File: src/common/pedc_pkg.sv
package pedc_pkg;

	// ------------------------------------------------------------
	// Register byte offsets
	// ------------------------------------------------------------
	localparam logic [11:0] PEDC_OFF_ADDR_UPPER = 12'h270;
	localparam logic [11:0] PEDC_OFF_ADDR_LOWER = 12'h274;
	localparam logic [11:0] PEDC_OFF_ATTR_WORD = 12'h278;
	localparam logic [11:0] PEDC_OFF_SPLIT_MSG = 12'h27C;
	localparam logic [11:0] PEDC_OFF_ERR_ATTR = 12'h280;

	// ------------------------------------------------------------
	// Attributes register field positions
	// ------------------------------------------------------------
	localparam int PEDC_BIT_STATUS = 31;
	localparam int PEDC_BIT_OVERFLOW = 30;
	localparam int PEDC_BIT_CLEAR = 29;
	localparam int PEDC_BIT_SCD = 17;
	localparam int PEDC_BIT_USC = 16;
	localparam int PEDC_BIT_SRT = 15;
	localparam int PEDC_BIT_SPLIT_COMPLETION_ERROR_MESSAGE = 14;
	localparam int PEDC_BIT_MDP = 13;
	localparam int PEDC_BIT_DPE = 12;
	localparam int PEDC_BIT_RETRY = 11;
	localparam int PEDC_BIT_RMA = 10;
	localparam int PEDC_BIT_RTA = 9;
	localparam int PEDC_BIT_DTT = 8;
	localparam int PEDC_CBE_LSB = 4;
	localparam int PEDC_CMD_LSB = 0;
	localparam int PEDC_NUM_CAUSES = 10;

	// ------------------------------------------------------------
	// Reset values and AXI responses
	// ------------------------------------------------------------
	localparam logic [31:0] PEDC_RST_WORD = 32'h0000_0000;
	localparam logic [PEDC_NUM_CAUSES-1:0] PEDC_RST_CAUSE = 10'h000;
	localparam logic [3:0] PEDC_RST_NIB = 4'h0;
	localparam logic [1:0] PEDC_RESP_OKAY = 2'h0;
	localparam logic [1:0] PEDC_RESP_SLVERR = 2'h2;

	// Cause vector index: bit i maps to attributes bit PEDC_BIT_DTT + i
	localparam int PEDC_CAUSE_BASE = PEDC_BIT_DTT;

endpackage

File: src/design/pedc_capture.sv
// Decided for this implementation: the AXI4-Lite interface to the registers.
`timescale 1ns/1ps
// What this block does
// Latch split completion message on error
// Capture updates only while status flag clear or in the cycle a clear lands
// Set status flag on every new capture
// Writing clear bit one clears status
// Error while frozen, outside the clear cycle, sets overflow only
// Writing clear bit one clears overflow
// Clear zeroes address upper, lower, attributes
// Clear bit reads zero; zero ignored
// Bit 17 split completion discarded
// Bit 16 unexpected split completion
// Bit 15 split response timeout
// Bit 14 split completion error message
// Bit 13 needs parity_error_response_enable, master, enable
// Bit 12 master read or target write parity
// Bit 11 retry limit exceeded
// Bit 10 received master abort
// Bit 9 received target abort
// Bit 8 delayed transaction timeout
// Bits 7:4 attribute phase byte enables
// Bits 3:0 bus command
// Everything resets to zero
// Latch address upper on error
// Latch address lower on error
// Latch attribute phase AD word
// Whole capture loads in one cycle
// Bits 28:18 read zero, ignore writes
module pedc_capture
(
	input wire logic aclk,
	input wire logic aresetn,
	input wire logic [11:0] s_axi_awaddr,
	input wire logic s_axi_awvalid,
	output logic s_axi_awready,
	input wire logic [31:0] s_axi_wdata,
	input wire logic [3:0] s_axi_wstrb,
	input wire logic s_axi_wvalid,
	output logic s_axi_wready,
	output logic [1:0] s_axi_bresp,
	output logic s_axi_bvalid,
	input wire logic s_axi_bready,
	input wire logic [11:0] s_axi_araddr,
	input wire logic s_axi_arvalid,
	output logic s_axi_arready,
	output logic [31:0] s_axi_rdata,
	output logic [1:0] s_axi_rresp,
	output logic s_axi_rvalid,
	input wire logic s_axi_rready,
	input wire logic err_event,
	input wire logic [63:0] err_address,
	input wire logic [31:0] err_attr_word,
	input wire logic [31:0] err_split_msg,
	input wire logic [3:0] err_byte_enable_attr,
	input wire logic [3:0] err_bus_command,
	input wire logic cause_split_completion_discarded,
	input wire logic cause_unexpected_split_completion,
	input wire logic cause_split_response_timeout,
	input wire logic cause_split_completion_error_message,
	input wire logic cause_parity_error_response_enable_seen,
	input wire logic cause_was_bus_master,
	input wire logic parity_error_response_enable,
	input wire logic cause_master_read_parity,
	input wire logic cause_target_write_parity,
	input wire logic cause_retry_limit,
	input wire logic cause_received_master_abort,
	input wire logic cause_received_target_abort,
	input wire logic cause_delayed_transaction_timeout,
	output logic diag_status_flag,
	output logic diag_overflow_flag
);
	import pedc_pkg::*;

	// ------------------------------------------------------------
	// Capture storage
	// ------------------------------------------------------------
	logic [31:0] captured_address_upper_r;
	logic [31:0] captured_address_lower_r;
	logic [31:0] captured_attribute_word_r;
	logic [31:0] split_msg_capture_r;
	logic [PEDC_NUM_CAUSES-1:0] cause_r;
	logic [PEDC_NUM_CAUSES-1:0] cause_nxt;
	logic [3:0] byte_enable_attribute_r;
	logic [3:0] bus_command_capture_r;
	logic diag_status_flag_r;
	logic diag_overflow_flag_r;
	logic clear_hit;
	logic [31:0] attr_read;

	// Decode and qualification helpers
	logic capture_load;
	logic mdp_qualified;
	logic dpe_any;
	logic [11:0] wr_word_addr;
	logic wr_addr_ok;
	logic [31:0] rd_word;
	logic rd_ok;

	// ------------------------------------------------------------
	// AXI write channel state
	// ------------------------------------------------------------
	logic aw_held_r;
	logic w_held_r;
	logic [11:0] awaddr_r;
	logic [31:0] wdata_r;
	logic [3:0] wstrb_r;
	logic bvalid_r;
	logic [1:0] bresp_r;
	logic wr_fire;

	// Either channel may come first; each is parked until both are in
	assign s_axi_awready = !aw_held_r && !bvalid_r;
	assign s_axi_wready = !w_held_r && !bvalid_r;
	assign wr_fire = aw_held_r && w_held_r && !bvalid_r;
	assign s_axi_bvalid = bvalid_r;
	assign s_axi_bresp = bresp_r;

	always_ff @(posedge aclk)
	begin
		if (!aresetn)
		begin
			aw_held_r <= 1'b0;
			awaddr_r <= 12'h000;
		end
		else if (s_axi_awvalid && s_axi_awready)
		begin
			aw_held_r <= 1'b1;
			awaddr_r <= s_axi_awaddr;
		end
		else if (wr_fire)
			aw_held_r <= 1'b0;
	end

	always_ff @(posedge aclk)
	begin
		if (!aresetn)
		begin
			w_held_r <= 1'b0;
			wdata_r <= PEDC_RST_WORD;
			wstrb_r <= PEDC_RST_NIB;
		end
		else if (s_axi_wvalid && s_axi_wready)
		begin
			w_held_r <= 1'b1;
			wdata_r <= s_axi_wdata;
			wstrb_r <= s_axi_wstrb;
		end
		else if (wr_fire)
			w_held_r <= 1'b0;
	end

	// ------------------------------------------------------------
	// Write decode
	// ------------------------------------------------------------
	// Low address bits are dropped; every register is one aligned word
	assign wr_word_addr = {awaddr_r[11:2], 2'b00};

	// Captures are read-only; all five registers answer a write with OKAY, but only the attributes register acts on it
	always_comb
	begin
		wr_addr_ok = 1'b0;
		unique case (wr_word_addr)
			PEDC_OFF_ADDR_UPPER, PEDC_OFF_ADDR_LOWER, PEDC_OFF_ATTR_WORD,
			PEDC_OFF_SPLIT_MSG, PEDC_OFF_ERR_ATTR: wr_addr_ok = 1'b1;
			default: wr_addr_ok = 1'b0;
		endcase
	end

	// Response is held until the master takes it
	always_ff @(posedge aclk)
	begin
		if (!aresetn)
			bvalid_r <= 1'b0;
		else if (wr_fire)
			bvalid_r <= 1'b1;
		else if (s_axi_bready)
			bvalid_r <= 1'b0;
	end

	always_ff @(posedge aclk)
	begin
		if (!aresetn)
			bresp_r <= PEDC_RESP_OKAY;
		else if (wr_fire)
			bresp_r <= wr_addr_ok ? PEDC_RESP_OKAY : PEDC_RESP_SLVERR;
	end

	// Clear acts only on a one in the top byte lane
	assign clear_hit = wr_fire && (wr_word_addr == PEDC_OFF_ERR_ATTR)
		&& wstrb_r[3] && wdata_r[PEDC_BIT_CLEAR];

	// ------------------------------------------------------------
	// Cause qualification
	// ------------------------------------------------------------
	// Master parity flag needs all three qualifiers at once
	assign mdp_qualified = cause_parity_error_response_enable_seen && cause_was_bus_master
		&& parity_error_response_enable;
	assign dpe_any = cause_master_read_parity || cause_target_write_parity;

	always_comb
	begin
		cause_nxt = PEDC_RST_CAUSE;
		cause_nxt[PEDC_BIT_SCD - PEDC_CAUSE_BASE] = cause_split_completion_discarded;
		cause_nxt[PEDC_BIT_USC - PEDC_CAUSE_BASE] = cause_unexpected_split_completion;
		cause_nxt[PEDC_BIT_SRT - PEDC_CAUSE_BASE] = cause_split_response_timeout;
		cause_nxt[PEDC_BIT_SPLIT_COMPLETION_ERROR_MESSAGE - PEDC_CAUSE_BASE] = cause_split_completion_error_message;
		cause_nxt[PEDC_BIT_MDP - PEDC_CAUSE_BASE] = mdp_qualified;
		cause_nxt[PEDC_BIT_DPE - PEDC_CAUSE_BASE] = dpe_any;
		cause_nxt[PEDC_BIT_RETRY - PEDC_CAUSE_BASE] = cause_retry_limit;
		cause_nxt[PEDC_BIT_RMA - PEDC_CAUSE_BASE] = cause_received_master_abort;
		cause_nxt[PEDC_BIT_RTA - PEDC_CAUSE_BASE] = cause_received_target_abort;
		cause_nxt[PEDC_BIT_DTT - PEDC_CAUSE_BASE] = cause_delayed_transaction_timeout;
	end

	// ------------------------------------------------------------
	// Capture and freeze
	// ------------------------------------------------------------
	// An error in the clear cycle is kept: the set wins, so no event is lost,
	// and the new capture lands whole in the freshly cleared set.
	assign capture_load = err_event && (!diag_status_flag_r || clear_hit);

	// Address halves
	always_ff @(posedge aclk)
	begin
		if (!aresetn)
		begin
			captured_address_upper_r <= PEDC_RST_WORD;
			captured_address_lower_r <= PEDC_RST_WORD;
		end
		else if (capture_load)
		begin
			captured_address_upper_r <= err_address[63:32];
			captured_address_lower_r <= err_address[31:0];
		end
		else if (clear_hit)
		begin
			captured_address_upper_r <= PEDC_RST_WORD;
			captured_address_lower_r <= PEDC_RST_WORD;
		end
	end

	// Attribute phase word is not touched by a clear
	always_ff @(posedge aclk)
	begin
		if (!aresetn)
			captured_attribute_word_r <= PEDC_RST_WORD;
		else if (capture_load)
			captured_attribute_word_r <= err_attr_word;
	end

	// Split message is not touched by a clear either
	always_ff @(posedge aclk)
	begin
		if (!aresetn)
			split_msg_capture_r <= PEDC_RST_WORD;
		else if (capture_load)
			split_msg_capture_r <= err_split_msg;
	end

	// Cause flags
	always_ff @(posedge aclk)
	begin
		if (!aresetn)
			cause_r <= PEDC_RST_CAUSE;
		else if (capture_load)
			cause_r <= cause_nxt;
		else if (clear_hit)
			cause_r <= PEDC_RST_CAUSE;
	end

	// Byte enables and command
	always_ff @(posedge aclk)
	begin
		if (!aresetn)
		begin
			byte_enable_attribute_r <= PEDC_RST_NIB;
			bus_command_capture_r <= PEDC_RST_NIB;
		end
		else if (capture_load)
		begin
			byte_enable_attribute_r <= err_byte_enable_attr;
			bus_command_capture_r <= err_bus_command;
		end
		else if (clear_hit)
		begin
			byte_enable_attribute_r <= PEDC_RST_NIB;
			bus_command_capture_r <= PEDC_RST_NIB;
		end
	end

	// Status flag
	always_ff @(posedge aclk)
	begin
		if (!aresetn)
			diag_status_flag_r <= 1'b0;
		else if (capture_load)
			diag_status_flag_r <= 1'b1;
		else if (clear_hit)
			diag_status_flag_r <= 1'b0;
	end

	// Overflow only counts errors that arrive while frozen
	always_ff @(posedge aclk)
	begin
		if (!aresetn)
			diag_overflow_flag_r <= 1'b0;
		else if (clear_hit)
			diag_overflow_flag_r <= 1'b0;
		else if (err_event && diag_status_flag_r)
			diag_overflow_flag_r <= 1'b1;
	end

	// ------------------------------------------------------------
	// Flag outputs
	// ------------------------------------------------------------
	assign diag_status_flag = diag_status_flag_r;
	assign diag_overflow_flag = diag_overflow_flag_r;

	// ------------------------------------------------------------
	// Read channel
	// ------------------------------------------------------------
	always_comb
	begin
		attr_read = PEDC_RST_WORD;
		attr_read[PEDC_BIT_STATUS] = diag_status_flag_r;
		attr_read[PEDC_BIT_OVERFLOW] = diag_overflow_flag_r;
		attr_read[PEDC_BIT_CLEAR] = 1'b0;
		attr_read[PEDC_BIT_SCD:PEDC_BIT_DTT] = cause_r;
		attr_read[PEDC_CBE_LSB +: 4] = byte_enable_attribute_r;
		attr_read[PEDC_CMD_LSB +: 4] = bus_command_capture_r;
	end

	// ------------------------------------------------------------
	// Read decode
	// ------------------------------------------------------------
	// Unmapped reads return zero with an error response
	always_comb
	begin
		rd_word = PEDC_RST_WORD;
		rd_ok = 1'b1;
		unique case ({s_axi_araddr[11:2], 2'b00})
			PEDC_OFF_ADDR_UPPER: rd_word = captured_address_upper_r;
			PEDC_OFF_ADDR_LOWER: rd_word = captured_address_lower_r;
			PEDC_OFF_ATTR_WORD: rd_word = captured_attribute_word_r;
			PEDC_OFF_SPLIT_MSG: rd_word = split_msg_capture_r;
			PEDC_OFF_ERR_ATTR: rd_word = attr_read;
			default: rd_ok = 1'b0;
		endcase
	end

	logic rvalid_r;
	logic [31:0] rdata_r;
	logic [1:0] rresp_r;

	// One read at a time: the address waits while data is pending
	assign s_axi_arready = !rvalid_r;
	assign s_axi_rvalid = rvalid_r;
	assign s_axi_rdata = rdata_r;
	assign s_axi_rresp = rresp_r;

	always_ff @(posedge aclk)
	begin
		if (!aresetn)
		begin
			rvalid_r <= 1'b0;
			rdata_r <= PEDC_RST_WORD;
			rresp_r <= PEDC_RESP_OKAY;
		end
		else if (s_axi_arvalid && s_axi_arready)
		begin
			rvalid_r <= 1'b1;
			rdata_r <= rd_word;
			rresp_r <= rd_ok ? PEDC_RESP_OKAY : PEDC_RESP_SLVERR;
		end
		else if (s_axi_rready)
			rvalid_r <= 1'b0;
	end

endmodule

File: config.mk
export PLATFORM = sky130hd
export DESIGN_NAME = pedc_capture
export DESIGN_NICKNAME = d
export VERILOG_FILES = /design/src/common/pedc_pkg.sv /design/src/design/pedc_capture.sv
export SDC_FILE = /design/constraint.sdc
export NUM_CORES = 1
export LEC_CHECK = 0
export BUFFER_PORTS_ARGS = -buffer_cell sky130_fd_sc_hd__buf_4
export CORE_MARGIN = 10
export CORE_UTILIZATION = 40
export CTS_BUF_LIST = sky130_fd_sc_hd__clkbuf_8
export DETAILED_ROUTE_END_ITERATION = 6
export PLACE_DENSITY = 0.78
export SYNTH_ARGS = -nofsm -noshare
export SYNTH_HDL_FRONTEND = slang
export SYNTH_SLANG_ARGS = --single-unit
File: constraint.sdc
create_clock -name aclk -period 2.4 [get_ports aclk]
set_input_delay 0.24 -clock aclk [delete_from_list [all_inputs] [get_ports aclk]]
set_output_delay 0.24 -clock aclk [all_outputs]
set_load 0.02 [all_outputs]
; Yosys cells after proc, flatten, opt, wreduce, memory -nomap -nowiden
; Index checks and enable logic that the tools add are counted.
[op_classes]
mux = 22
n_reduce_logical = 29
bitwise = 1
eq_ne = 10
[op_table]
columns = op, count
row1 = 32-bit one-hot mux with 5 select lines, 1
row2 = 10-bit by 8-bit == test with 1-bit output (second input constant), 10
row3 = 32-bit two-way mux, 3
row4 = 10-bit two-way mux, 2
row5 = 1-bit logical AND, 14
row6 = 4-bit two-way mux, 3
row7 = 1-bit two-way mux, 11
row8 = 2-bit nonzero test, 5
row9 = 5-bit OR reduction, 2
row10 = 1-bit logical NOT, 5
row11 = 2-bit two-way mux, 2
row12 = 1-bit logical OR, 2
row13 = 2-bit OR reduction, 1
row14 = 1-bit NOT, 1
[word_totals]
register_bits = 234
inputBits = 217

; Depth between registers and ports, before layout
; Gate-level depths: netlist of run 1.
[depth]
word_depth = 8
depth_mapped = 7
mapped_depth_nobuf = 4

; Worst setup path before layout of run 1
; No wires, ideal clock.
[synth_timing]
kind = input to register
startpoint = in s_axi_araddr[3]
endpoint = reg rdata_r[10], in the netlist s_axi_rdata[10]
setup_ns = 0.123
required_time_ns = 2.277
cell_stages = 5
arrival_time_ns = 2.028
path_slack_ns = 0.250
n_path_buf = 2
cell_sequence = clkbuf_1 -> buf_1 -> mux4_2 -> and2b_1 -> a221o_2
[synth_between]
elab_chain_cells = 2
[synth_rtl]
columns = item, line
row1 = start: declaration, pedc_capture.sv:44  ; input wire logic [11:0] s_axi_araddr,
row2 = 10-bit by 8-bit == test with 1-bit output, pedc_capture.sv:342  ; unique case ({s_axi_araddr[11:2], 2'b00})
row3 = 32-bit one-hot mux with 5 select lines *, pedc_capture.sv:342
row4 = end signal: assignment, pedc_capture.sv:373  ; rdata_r <= rd_word;
row5 = end: declaration, pedc_capture.sv:353  ; logic [31:0] rdata_r;
; Every way passes the cells marked *; elsewhere a longest branch is shown, timed or not.
; A chain may end at the register's enable or synchronous reset.

; Worst setup path after layout of run 1
[layout_timing]
startpoint = reg awaddr_r[4]
endpoint = reg captured_address_lower_r[8]
[layout_between]
elab_chain_cells = 7
[layout_rtl]
columns = item, line
row1 = start: declaration, pedc_capture.sv:105  ; logic [11:0] awaddr_r;
row2 = start signal: assignment, pedc_capture.sv:129  ; awaddr_r <= s_axi_awaddr;
row3 = 10-bit by 8-bit == test with 1-bit output *, pedc_capture.sv:190  ; assign clear_hit = wr_fire && (wr_word_addr == PEDC_OFF_ERR_ATTR)
row4 = 1-bit logical AND *, pedc_capture.sv:190
row5 = 1-bit logical AND * (2 in a row), pedc_capture.sv:191  ; && wstrb_r[3] && wdata_r[PEDC_BIT_CLEAR];
row6 = 1-bit logical OR, pedc_capture.sv:221  ; assign capture_load = err_event && (!diag_status_flag_r || clear_hit);
row7 = 1-bit logical AND, pedc_capture.sv:221
row8 = 32-bit two-way mux or 2-bit nonzero test (tied branches), --
row9 = end signal: assignment, pedc_capture.sv:234  ; captured_address_lower_r <= err_address[31:0];
row10 = end: declaration, pedc_capture.sv:79  ; logic [31:0] captured_address_lower_r;
; Marks and branches as above.

==> metrics.txt, run 1 <==
post-synthesis async set-or-reset flop share 0%; dominant synthesized flop cell dfxtp_1; slew margin rel. approximately 50%; vias per cell 5.45; met3 WL approximately 1600 um; WP data arrival 2.67 ns; multi-input logic area roughly 3400 um^2; Root Driver clkbuf_8; Max Used Layer met4; Starting Density 40.3%; Yosys Warn Count 0; period utilization 97.0%; flops & latches, synth between 150 and 200; Routed Antenna Nets 0; routed wire length 25,800 um; Crit-path slowest cell or4b_4; actual slew at the worst max-slew pin 0.737 ns; initial antenna violation count 4; Die Span Y approximately 160 um; die area 25,500 um^2; final setup TNS 0 ns; synthesized cell area 7800 um^2; drc violations 0; Area after DPL approximately 9600 um^2; status complete, no violations; Die X between 150 and 200 um; clock net sink count 198; Metal-1 WL 11,300 um; fin nets 1,220; vias in the first global route roughly 7.2k; Total Power 0.00652 W; Port Buffers 219; CP max stage delay 0.58 ns; Setup violations, final 0; CP max FO 41; clk_lat worst skew 0.46 ns; post-synthesis sequential area ratio 50.8%; Final Wtd Congestion slightly above 0.8; vias post-DR 6,998; cts bufs inserted 17; power per cell area 605 nW/um^2; remaining global-route overflow 0; post-synthesis cell type count 45; RSZ-0062 raised after global routing no; MaxCap Viol Count 0; Synth Instances between 700 and 800; pin count of the biggest net entering global routing 66; HPWL after detailed placement ~17,000 um; register area 3960 um^2; crit path kind register to register; Avg WL per Cell 20.1 um; DR pass1 iterations 5; CTS max path bufs 2; H-tree levels 4; metal2 WL 12,200 um; CTS tree yes; number of synthesized flops with an enable pin 0; dominant cells by area after synthesis dfxtp_1 (51%), mux4_2 (9.2%), a22o_1 (9.2%); IO Count 260; syn_area_per_cell ~11 um^2; Worst VDD drop between 0.2 and 0.3 mV; clk slew on worst S/H paths roughly 0.10 ns; Fillers 1,701; Iter 0 DRT Violations 392; leakage 4.45 nW; first-pass GRT wire length ~40,000 um; row cnt 51; Synth top area share 50.8%; crit path cell chain or4b_4, or4_1, o211a_4, buf_12, a22o_1; Worst Path Required 2.75 ns; Fin. Hold Viols 0; Tot GR Track Use between 15 and 20%; Worst Setup End Kind register; share of cells above drive strength 1 between 30% and 40%; Area growth, synth to finish 38.2%; crit path time final 2.33 ns; fin. max-slew vios 0; Hold Crit Class input pin to register; Startpoint Class register; design area 10,800 um^2; cell taking the most area after synthesis dfxtp_1; Max Clock Freq 0.430 GHz; CTS resizes 0; core area 19,300 um^2; Final Hold Slack between 0.03 and 0.04 ns; clock skew 0.0134 ns
## kinds of logic (layout without fill, tap and decap cells)
family	after synthesis	after routing	share of synthesized area (%)
DFF	198	198	50.8
other	1	6	0.0481
muxes	34	34	9.50
AOI/OAI and AO/OA	270	270	23.3
and+or+nand+nor	152	152	10.6
buffers and inverters	80	359	5.76
## state kept, by name, summed over array words and instances (netlist names), 10 cells and up
register,flops
captured_address_lower_r,32
awaddr_r,10
s_axi_rdata,32
captured_attribute_word_r,32
split_msg_capture_r,32
cause_r,10
captured_address_upper_r,32
## repair_timing
action / 4_1_cts / 5_1_grt
hold buffers: 81 / 0
setup buffers: 0 / 0
hold endpoints to repair: 81 / 0
## per-stage QoR
step           util, %  setup WS [ns]  instances
6_report          55.7         0.0724       1284
5_1_grt           55.7        0.00259       1283
4_1_cts           55.7          0.101       1280
3_5_place_dp      49.7          0.127       1168
3_3_place_gp      49.7          0.151       1168
2_1_floorplan        -          0.250        736
## per-layer routing
layer	vias to the layer above	GRT usage (%)
met5	-	0
met4	0	8.21
met3	42	4.81
met2	273	31.0
met1	3392	25.1
li1	3291	-
## final cells by class
| cell class | count | share of cell area (%) |
|---|---|---|
| repair buffers | 323 | 25.0 |
| flip-flops and latches | 198 | 36.8 |
| clock inverters | 12 | 0.847 |
| well taps | 265 | 3.08 |
| inverters | 5 | 0.186 |
| multi-input cells | 458 | 31.6 |
| diodes | 4 | 0.0929 |
| clock buffers | 19 | 2.43 |
## cells in the final DEF, fill, tap and decap left out, drive strengths merged, types with 5 or more instances in the layout
cell / count
nand2: 24
o21ai: 68
and2b: 12
a21oi: 82
nand3: 64
nor2: 22
inv: 10
mux4: 32
dfxtp: 198
dlygate4sd3: 81
nor2b: 6
or4b: 5
buf: 242
a22o: 82
a221o: 17
clkbuf: 19
a22oi: 14
## final timing paths
kind,start,to,slack [ns],cells past startpoint
worst max-delay path,awaddr_r[4],captured_address_lower_r[8],0.07,5
worst min-delay path,s_axi_awaddr[5],awaddr_r[5],0.03,3
worst max register to register,awaddr_r[4],captured_address_lower_r[8],0.07,5
worst min register to register,s_axi_rdata[8],s_axi_rdata[8],0.46,2
## critical path, delay by kind of cell, from the launching register on
kind            cells  cell delay, ns
flops               1            0.34
simple gates        2            1.15
compound gates      2            0.50
buf+inv             1            0.19
## Yosys cell counts (4+ instances only)
library cell and number:
nand2_1 24, a22o_1 82, clkbuf_1 41, and2b_1 12, nand3_1 64, a22oi_1 14
o21ai_0 68, buf_2 10, mux4_2 32, nand2b_1 4, nor2_1 22, dfxtp_1 198
a221o_2 7, nor2b_1 6, buf_1 4, buf_6 17, a21oi_1 82, inv_1 4
a221o_1 10
## power breakdown
group          leakage (nW)  total [W]  switching (W)  internal, W
clock network         0.194    0.00200        0.00114     0.000855
logic                  2.63   0.000980       0.000450     0.000530
registers              1.62    0.00354      0.0000893      0.00345
(Power assumes the default switching activity.)
==> run 2, diff against run 1 <==
CORE_UTILIZATION = 30   (was 40)
MAX_ROUTING_LAYER = met4   (was default)
PLACE_DENSITY = 0.55   (was 0.78)
==> run 2 against run 1 <==
Register-to-register slack improved by 0.04 ns. Largest power group unchanged. Sequential power about the same. Critical path type unchanged. Via count up 1.1%. Hold slack improved by 0.0025 ns.
==> metrics.txt, run 2 (synthesis gave the netlist of run 1 again) <==
Max Used Layer met4; HPWL after detailed placement 18,800 um (+8.4%); Metal-1 WL 13,100 um (+16%); commonest non-fill, non-tap cell in the layout buf_4; crit path time final 2.28 ns (-0.0428 ns); met3 WL 1310 um (-19%); Iter 0 DRT Violations 394 (+0.51%); Max Clock Freq 0.438 GHz (+1.9%); Starting Density 30.7% (-9.6 points); Final Non-Filler Cells 1,393 (+8.5%); remaining global-route overflow 0 (unchanged); power per cell area 602 nW/um^2 (-0.44%); drc violations 0 (unchanged); Avg WL per Cell 20.1 um (+0.14%); Setup WS pre-CTS 0.164 ns (+0.0373 ns); Worst VDD drop 0.308 mV (+8.4%); WP data arrival 2.64 ns (-0.03 ns); Routed Antenna Nets 0 (unchanged); CTS max path bufs 2 (unchanged); Worst Setup End Kind register; Final Wtd Congestion 0.825 (-0.78%); Die X 181 um (+14%); Tot GR Track Use 17.0% (-2.6 points); most frequent cells in the layout buf_4 (235), dfxtp_1 (198), dlygate4sd3_1 (127); Fin. Hold Viols 0 (unchanged); core area 25,400 um^2 (+31%); Worst Path Required 2.76 ns (about the same); status complete, no violations; final setup TNS 0 ns (unchanged); metal2 WL 13,400 um (+10%); Setup WS post-layout 0.115 ns (+0.0428 ns); first-pass GRT wire length 43,300 um (+7.4%); clock skew 0.0235 ns (+0.0100 ns); R2R Setup Slk 0.12 ns (+0.04 ns); Root Driver clkbuf_8; DR pass1 iterations 5 (unchanged); clk slew on worst S/H paths 0.12 ns (+0.02 ns); H-tree levels 4 (unchanged); cts bufs inserted 17 (unchanged); vias per cell 5.08 (-6.8%); period utilization 95.2% (-1.8 points); routed wire length 28,000 um (+8.6%); Die Span Y 181 um (+14%); CP max FO 59 (+44%); initial antenna violation count 4 (unchanged); CTS tree yes; row cnt 58 (+14%); slew margin rel. 47.7% (-3.2 points); Startpoint Class register; crit path kind register to register; Port Buffers 219 (unchanged); die area 32,800 um^2 (+29%); RSZ-0062 raised after global routing no; MaxCap Viol Count 0 (unchanged); Hold Crit Class input pin to register; clk_lat worst skew 0.48 ns (+0.02 ns); leakage 4.64 nW (+4.3%); actual slew at the worst max-slew pin 0.785 ns (+0.0479 ns); clock net sink count 198 (unchanged); share of cells above drive strength 1 30.5% (-1.0 points); fin nets 1,263 (+3.5%); IO Count 260 (unchanged); vias post-DR 7,077 (+1.1%); Area growth, synth to finish 45.7%; pin count of the biggest net entering global routing 66 (unchanged); vias in the first global route 7,282 (+0.65%); DP Cell Count 1,230 (+5.3%); fin. max-slew vios 0 (unchanged); Setup violations, final 0 (unchanged)
[run 2: cell types whose count changed in the layout (fill, tap and decap cells not counted)]
cell           delta
buf_12            -1
inv_12            +1
clkbuf_8          -2
bufinv_16         -1
clkinv_8          +7
inv_8             +3
inv_6             +1
clkinvlp_4        -1
buf_4             -2
inv_1             -5
clkinv_2          -2
dlygate4sd3_1    +46
[run 2: final timing paths]
kind / endpoint / cells past startpoint / startpoint
worst max-delay path: captured_address_lower_r[9] / 5 / awaddr_r[4]
worst min-delay path: captured_attribute_word_r[13] / 3 / err_attr_word[13]
worst min register to register: s_axi_rdata[8] / 2 / s_axi_rdata[8]
worst max register to register: captured_address_lower_r[9] / 5 / awaddr_r[4]
[run 2: power breakdown]
part,internal [W],leakage [nW],switching [W]
clock network,0.000819,0.209,0.00144
logic,0.000572,2.81,0.000470
registers,0.00345,1.62,0.0000907
[run 2: final cells by class]
class | instances | area, um^2
clock buffers | 17 | 234
well taps | 330 | 413
multi-input cells | 458 | 3410
flip-flops and latches | 198 | 3960
inverters | 5 | 20.0
repair buffers | 366 | 3120
fillers | 2424 | 14000
diodes | 4 | 10.0
clock inverters | 15 | 198
[run 2: layer usage]
metal	vias to the layer above	global-route usage (%)
met2	207	26.5
li1	3390	-
met4	0	3.74
met1	3470	22.4
met3	10	3.44
met5	-	-
[run 2: timing repair]
action	CTS	global route
resized for setup	0	0
endpoints found under the hold margin	123	4
buffers inserted	0	0
endpoints found under the setup margin	0	0
hold buffers	123	4
[run 2: worst max-delay path, stage by stage (launching register included)]
cell	delay [ns]
dfxtp_1	0.35
or4b_4	0.57
or4_1	0.56
o211a_4	0.19
buf_12	0.19
a22o_1	0.27
[run 2: metrics by stage]
step	power [W]	hold WS [ns]	util, %	instance area, um^2
6_report	0.00684	0.0353	44.7	11400
5_1_grt	0.00716	0.000557	44.7	11400
4_1_cts	0.00689	0.00103	44.5	11300
3_5_place_dp	0.00449	0.452	38.0	9650
3_3_place_gp	0.00448	0.446	38.0	9650
2_1_floorplan	0.00407	0.359	-	7800
==> run 3, diff against run 2 <==
ABC_AREA = 1   (was default)
PLACE_DENSITY = 0.54   (was 0.55)
==> run 3 against run 2 <==
Synthesized area increased by 10%. First-iteration DRC count is 59% higher. Final cell count is 31% higher. Register-to-register slack improved by 0.38 ns. Combinational power up 9%. Synthesized cell count up 60%.
==> metrics.txt, run 3 <==
share of cells above drive strength 1 20.6% (-9.9 points); clk slew on worst S/H paths 0.12 ns (about the same); Setup violations, final 0 (unchanged); R2R Setup Slk 0.50 ns (+0.38 ns); dominant synthesized flop cell dfxtp_1; Hold Buf Count CTS 90 (-27%); pin count of the biggest net entering global routing 86 (+30%); Fin. Hold Viols 0 (unchanged); remaining global-route overflow 0 (unchanged); dominant cells by area after synthesis dfxtp_1 (46%), nand2_1 (9.1%), nor2_1 (8.2%); Synth Instances 1,174 (+60%); Tot GR Track Use 18.5% (+1.5 points); clock net sink count 198 (unchanged); clock skew 0.0225 ns (-0.000941 ns); CTS max path bufs 2 (unchanged); Max Clock Freq 0.526 GHz (+20%); crit path kind register to register; Crit-path slowest cell buf_4; DP Cell Count 1,697 (+38%); syn_area_per_cell 7.34 um^2 (-31%); Worst VDD drop 0.279 mV (-9.5%); synthesized cell area 8620 um^2 (+10%); worst r2r src awaddr_r[7]; Yosys Warn Count 0 (unchanged); crit path from awaddr_r[7]; IO Count 260 (unchanged); actual slew at the worst max-slew pin 0.936 ns (+0.150 ns); Port Buffers 219 (unchanged); cell mode on critical path nor2_1; Die X 189 um (+4.5%); number of synthesized flops with an enable pin 0 (unchanged); RSZ-0062 raised after global routing no; status complete, no violations; Area growth, synth to finish 37.3%; first-pass GRT wire length 51,300 um (+18%); final setup TNS 0 ns (unchanged); Synth top area share 46.0% (-4.8 points); Sw Share 29.3% (+0.13 points); Sequential Power Share 52.5% (+0.7 points); period utilization 79.2% (-16 points); P_int 0.00488 W (+0.74%); Worst Path Required 2.81 ns (+0.05 ns); crit path time final 1.90 ns (-0.384 ns); H-tree levels 4 (unchanged); crit path cell chain inv_1, nor2_1, nand3_1, nor2_1, nand2_2, buf_4, o211ai_1, a21oi_1; die area 35,900 um^2 (+9.3%); Final Non-Filler Cells 1,822 (+31%); MaxCap Viol Count 0 (unchanged); routed wire length 33,200 um (+18%); CP max FO 83 (+41%); Final Wtd Congestion 0.904 (+9.6%); R2R depth 8 (+3); post-synthesis sequential area ratio 46.0% (-4.8 points); CP max stage delay 0.73 ns (+0.16 ns); drc violations 0 (unchanged); Worst setup endpoint captured_address_lower_r[1]; row cnt 61 (+5.2%); Combinational Power Share 16.4% (+1.2 points); Iter 0 DRT Violations 627 (+59%); core area 28,100 um^2 (+11%); most frequent cells in the layout buf_4 (242), nand2_1 (209), dfxtp_1 (197); CTS tree yes; Worst Setup End Kind register; Root Driver clkbuf_8; Setup Buffers After CTS 0 (unchanged); CTS resizes 0 (unchanged); HPWL after detailed placement 23,300 um (+24%); Final Hold Slack 0.0262 ns (-0.00905 ns); slew margin rel. 37.6% (-10 points); commonest non-fill, non-tap cell in the layout buf_4; Avg WL per Cell 18.2 um (-9.4%); power per cell area 583 nW/um^2 (-3.1%); post-synthesis cell type count 29 (-36%); vias per cell 4.95 (-2.6%); cell taking the most area after synthesis dfxtp_1; post-synthesis async set-or-reset flop share 0% (unchanged); initial antenna violation count 1 (-3); most frequent cell after synthesis nand2_1; Starting Density 30.7% (about the same); WP data arrival 2.32 ns (-0.32 ns); Switch Pwr 0.00202 W (+1.4%); Hold Crit Class input pin to register; fin. max-slew vios 0 (unchanged); Clock Power Share 31.1% (-1.9 points); most frequent cells after synthesis nand2_1 (210), dfxtp_1 (198), nor2_1 (189), a21oi_1 (137), o211ai_1 (83); fin nets 1,647 (+30%); Crit Reg-Reg Endpoint captured_address_lower_r[1]; flops & latches, synth 198 (unchanged); vias in the first global route 8,964 (+23%); Startpoint Class register; cts bufs inserted 17 (unchanged); Die Span Y 189 um (+4.5%); Routed Antenna Nets 0 (unchanged); DR pass1 iterations 5 (unchanged); clk_lat worst skew 0.48 ns (about the same); vias post-DR 9,012 (+27%); leakage 4.92 nW (+6.0%)
==> run 3: routing by layer <==
layer | GRT usage [%] | wire [um] | vias to the layer above
met5 | - | 0 | -
met4 | 5.56 | 758 | 0
met3 | 3.49 | 1950 | 36
met2 | 26.6 | 14100 | 287
met1 | 25.7 | 16300 | 4173
li1 | - | - | 4516
==> run 3: area by class of cell <==
cell class,instances,area (um^2)
Multi-Input combinational cell,842,4050
Tap cell,378,473
Inverter,32,124
Clock buffer,17,234
Sequential cell,198,3970
Antenna cell,1,2.50
Timing Repair Buffer,339,2840
Fill cell,3008,16300
Clock inverter,15,144
==> run 3: logic make-up after synthesis <==
group / Yosys count / share of synthesized area, %
AOI/OAI and AO/OA: 347 / 22.9
buffers and inverters: 135 / 7.14
DFF: 198 / 46.0
other: 1 / 0.0435
and+or+nand+nor: 493 / 23.9
==> run 3: through the flow <==
step	util [%]	total power [W]	cell area, um^2	setup WS [ns]
2_1_floorplan	-	0.00422	8620	0.900
3_3_place_gp	37.5	0.00469	10500	0.431
3_5_place_dp	37.5	0.00471	10500	0.401
4_1_cts	42.0	0.00697	11800	0.460
5_1_grt	42.1	0.00724	11800	0.237
6_report	42.1	0.00690	11800	0.499
==> run 3: worst max-delay path: cells and delay by family, from the launching register on <==
kind / cells / cell delay, ns
buffers and inverters: 2 / 0.82
flip-flops: 1 / 0.31
AO/OA/AOI/OAI: 2 / 0.40
AND/OR/NAND/NOR: 4 / 0.27
==> run 3: how the worst min path moves through the flow <==
stage | start | endpoint | slack, ns | cells after the start
finish | err_address[38] | captured_address_upper_r[6] | 0.03 | 3
CTS | err_address[19] | captured_address_lower_r[19] | 0.000003 | 3
global placement | awaddr_r[9] | awaddr_r[9] | 0.45 | 2
detailed placement | awaddr_r[9] | awaddr_r[9] | 0.45 | 2
global route | err_address[38] | captured_address_upper_r[6] | 0.008 | 3
floorplan | err_address[23] | captured_address_lower_r[23] | 0.38 | 2
==> run 3: power groups by stage <==
| stage | logic, W | registers (W) | clock network, W |
|---|---|---|---|
| after floorplan | 0.000525 | 0.00369 | 0 |
| after global placement | 0.00100 | 0.00369 | 0 |
| after detailed placement | 0.00101 | 0.00370 | 0 |
| after CTS | 0.00114 | 0.00362 | 0.00221 |
| after global routing | 0.00125 | 0.00365 | 0.00234 |
| final | 0.00113 | 0.00362 | 0.00215 |
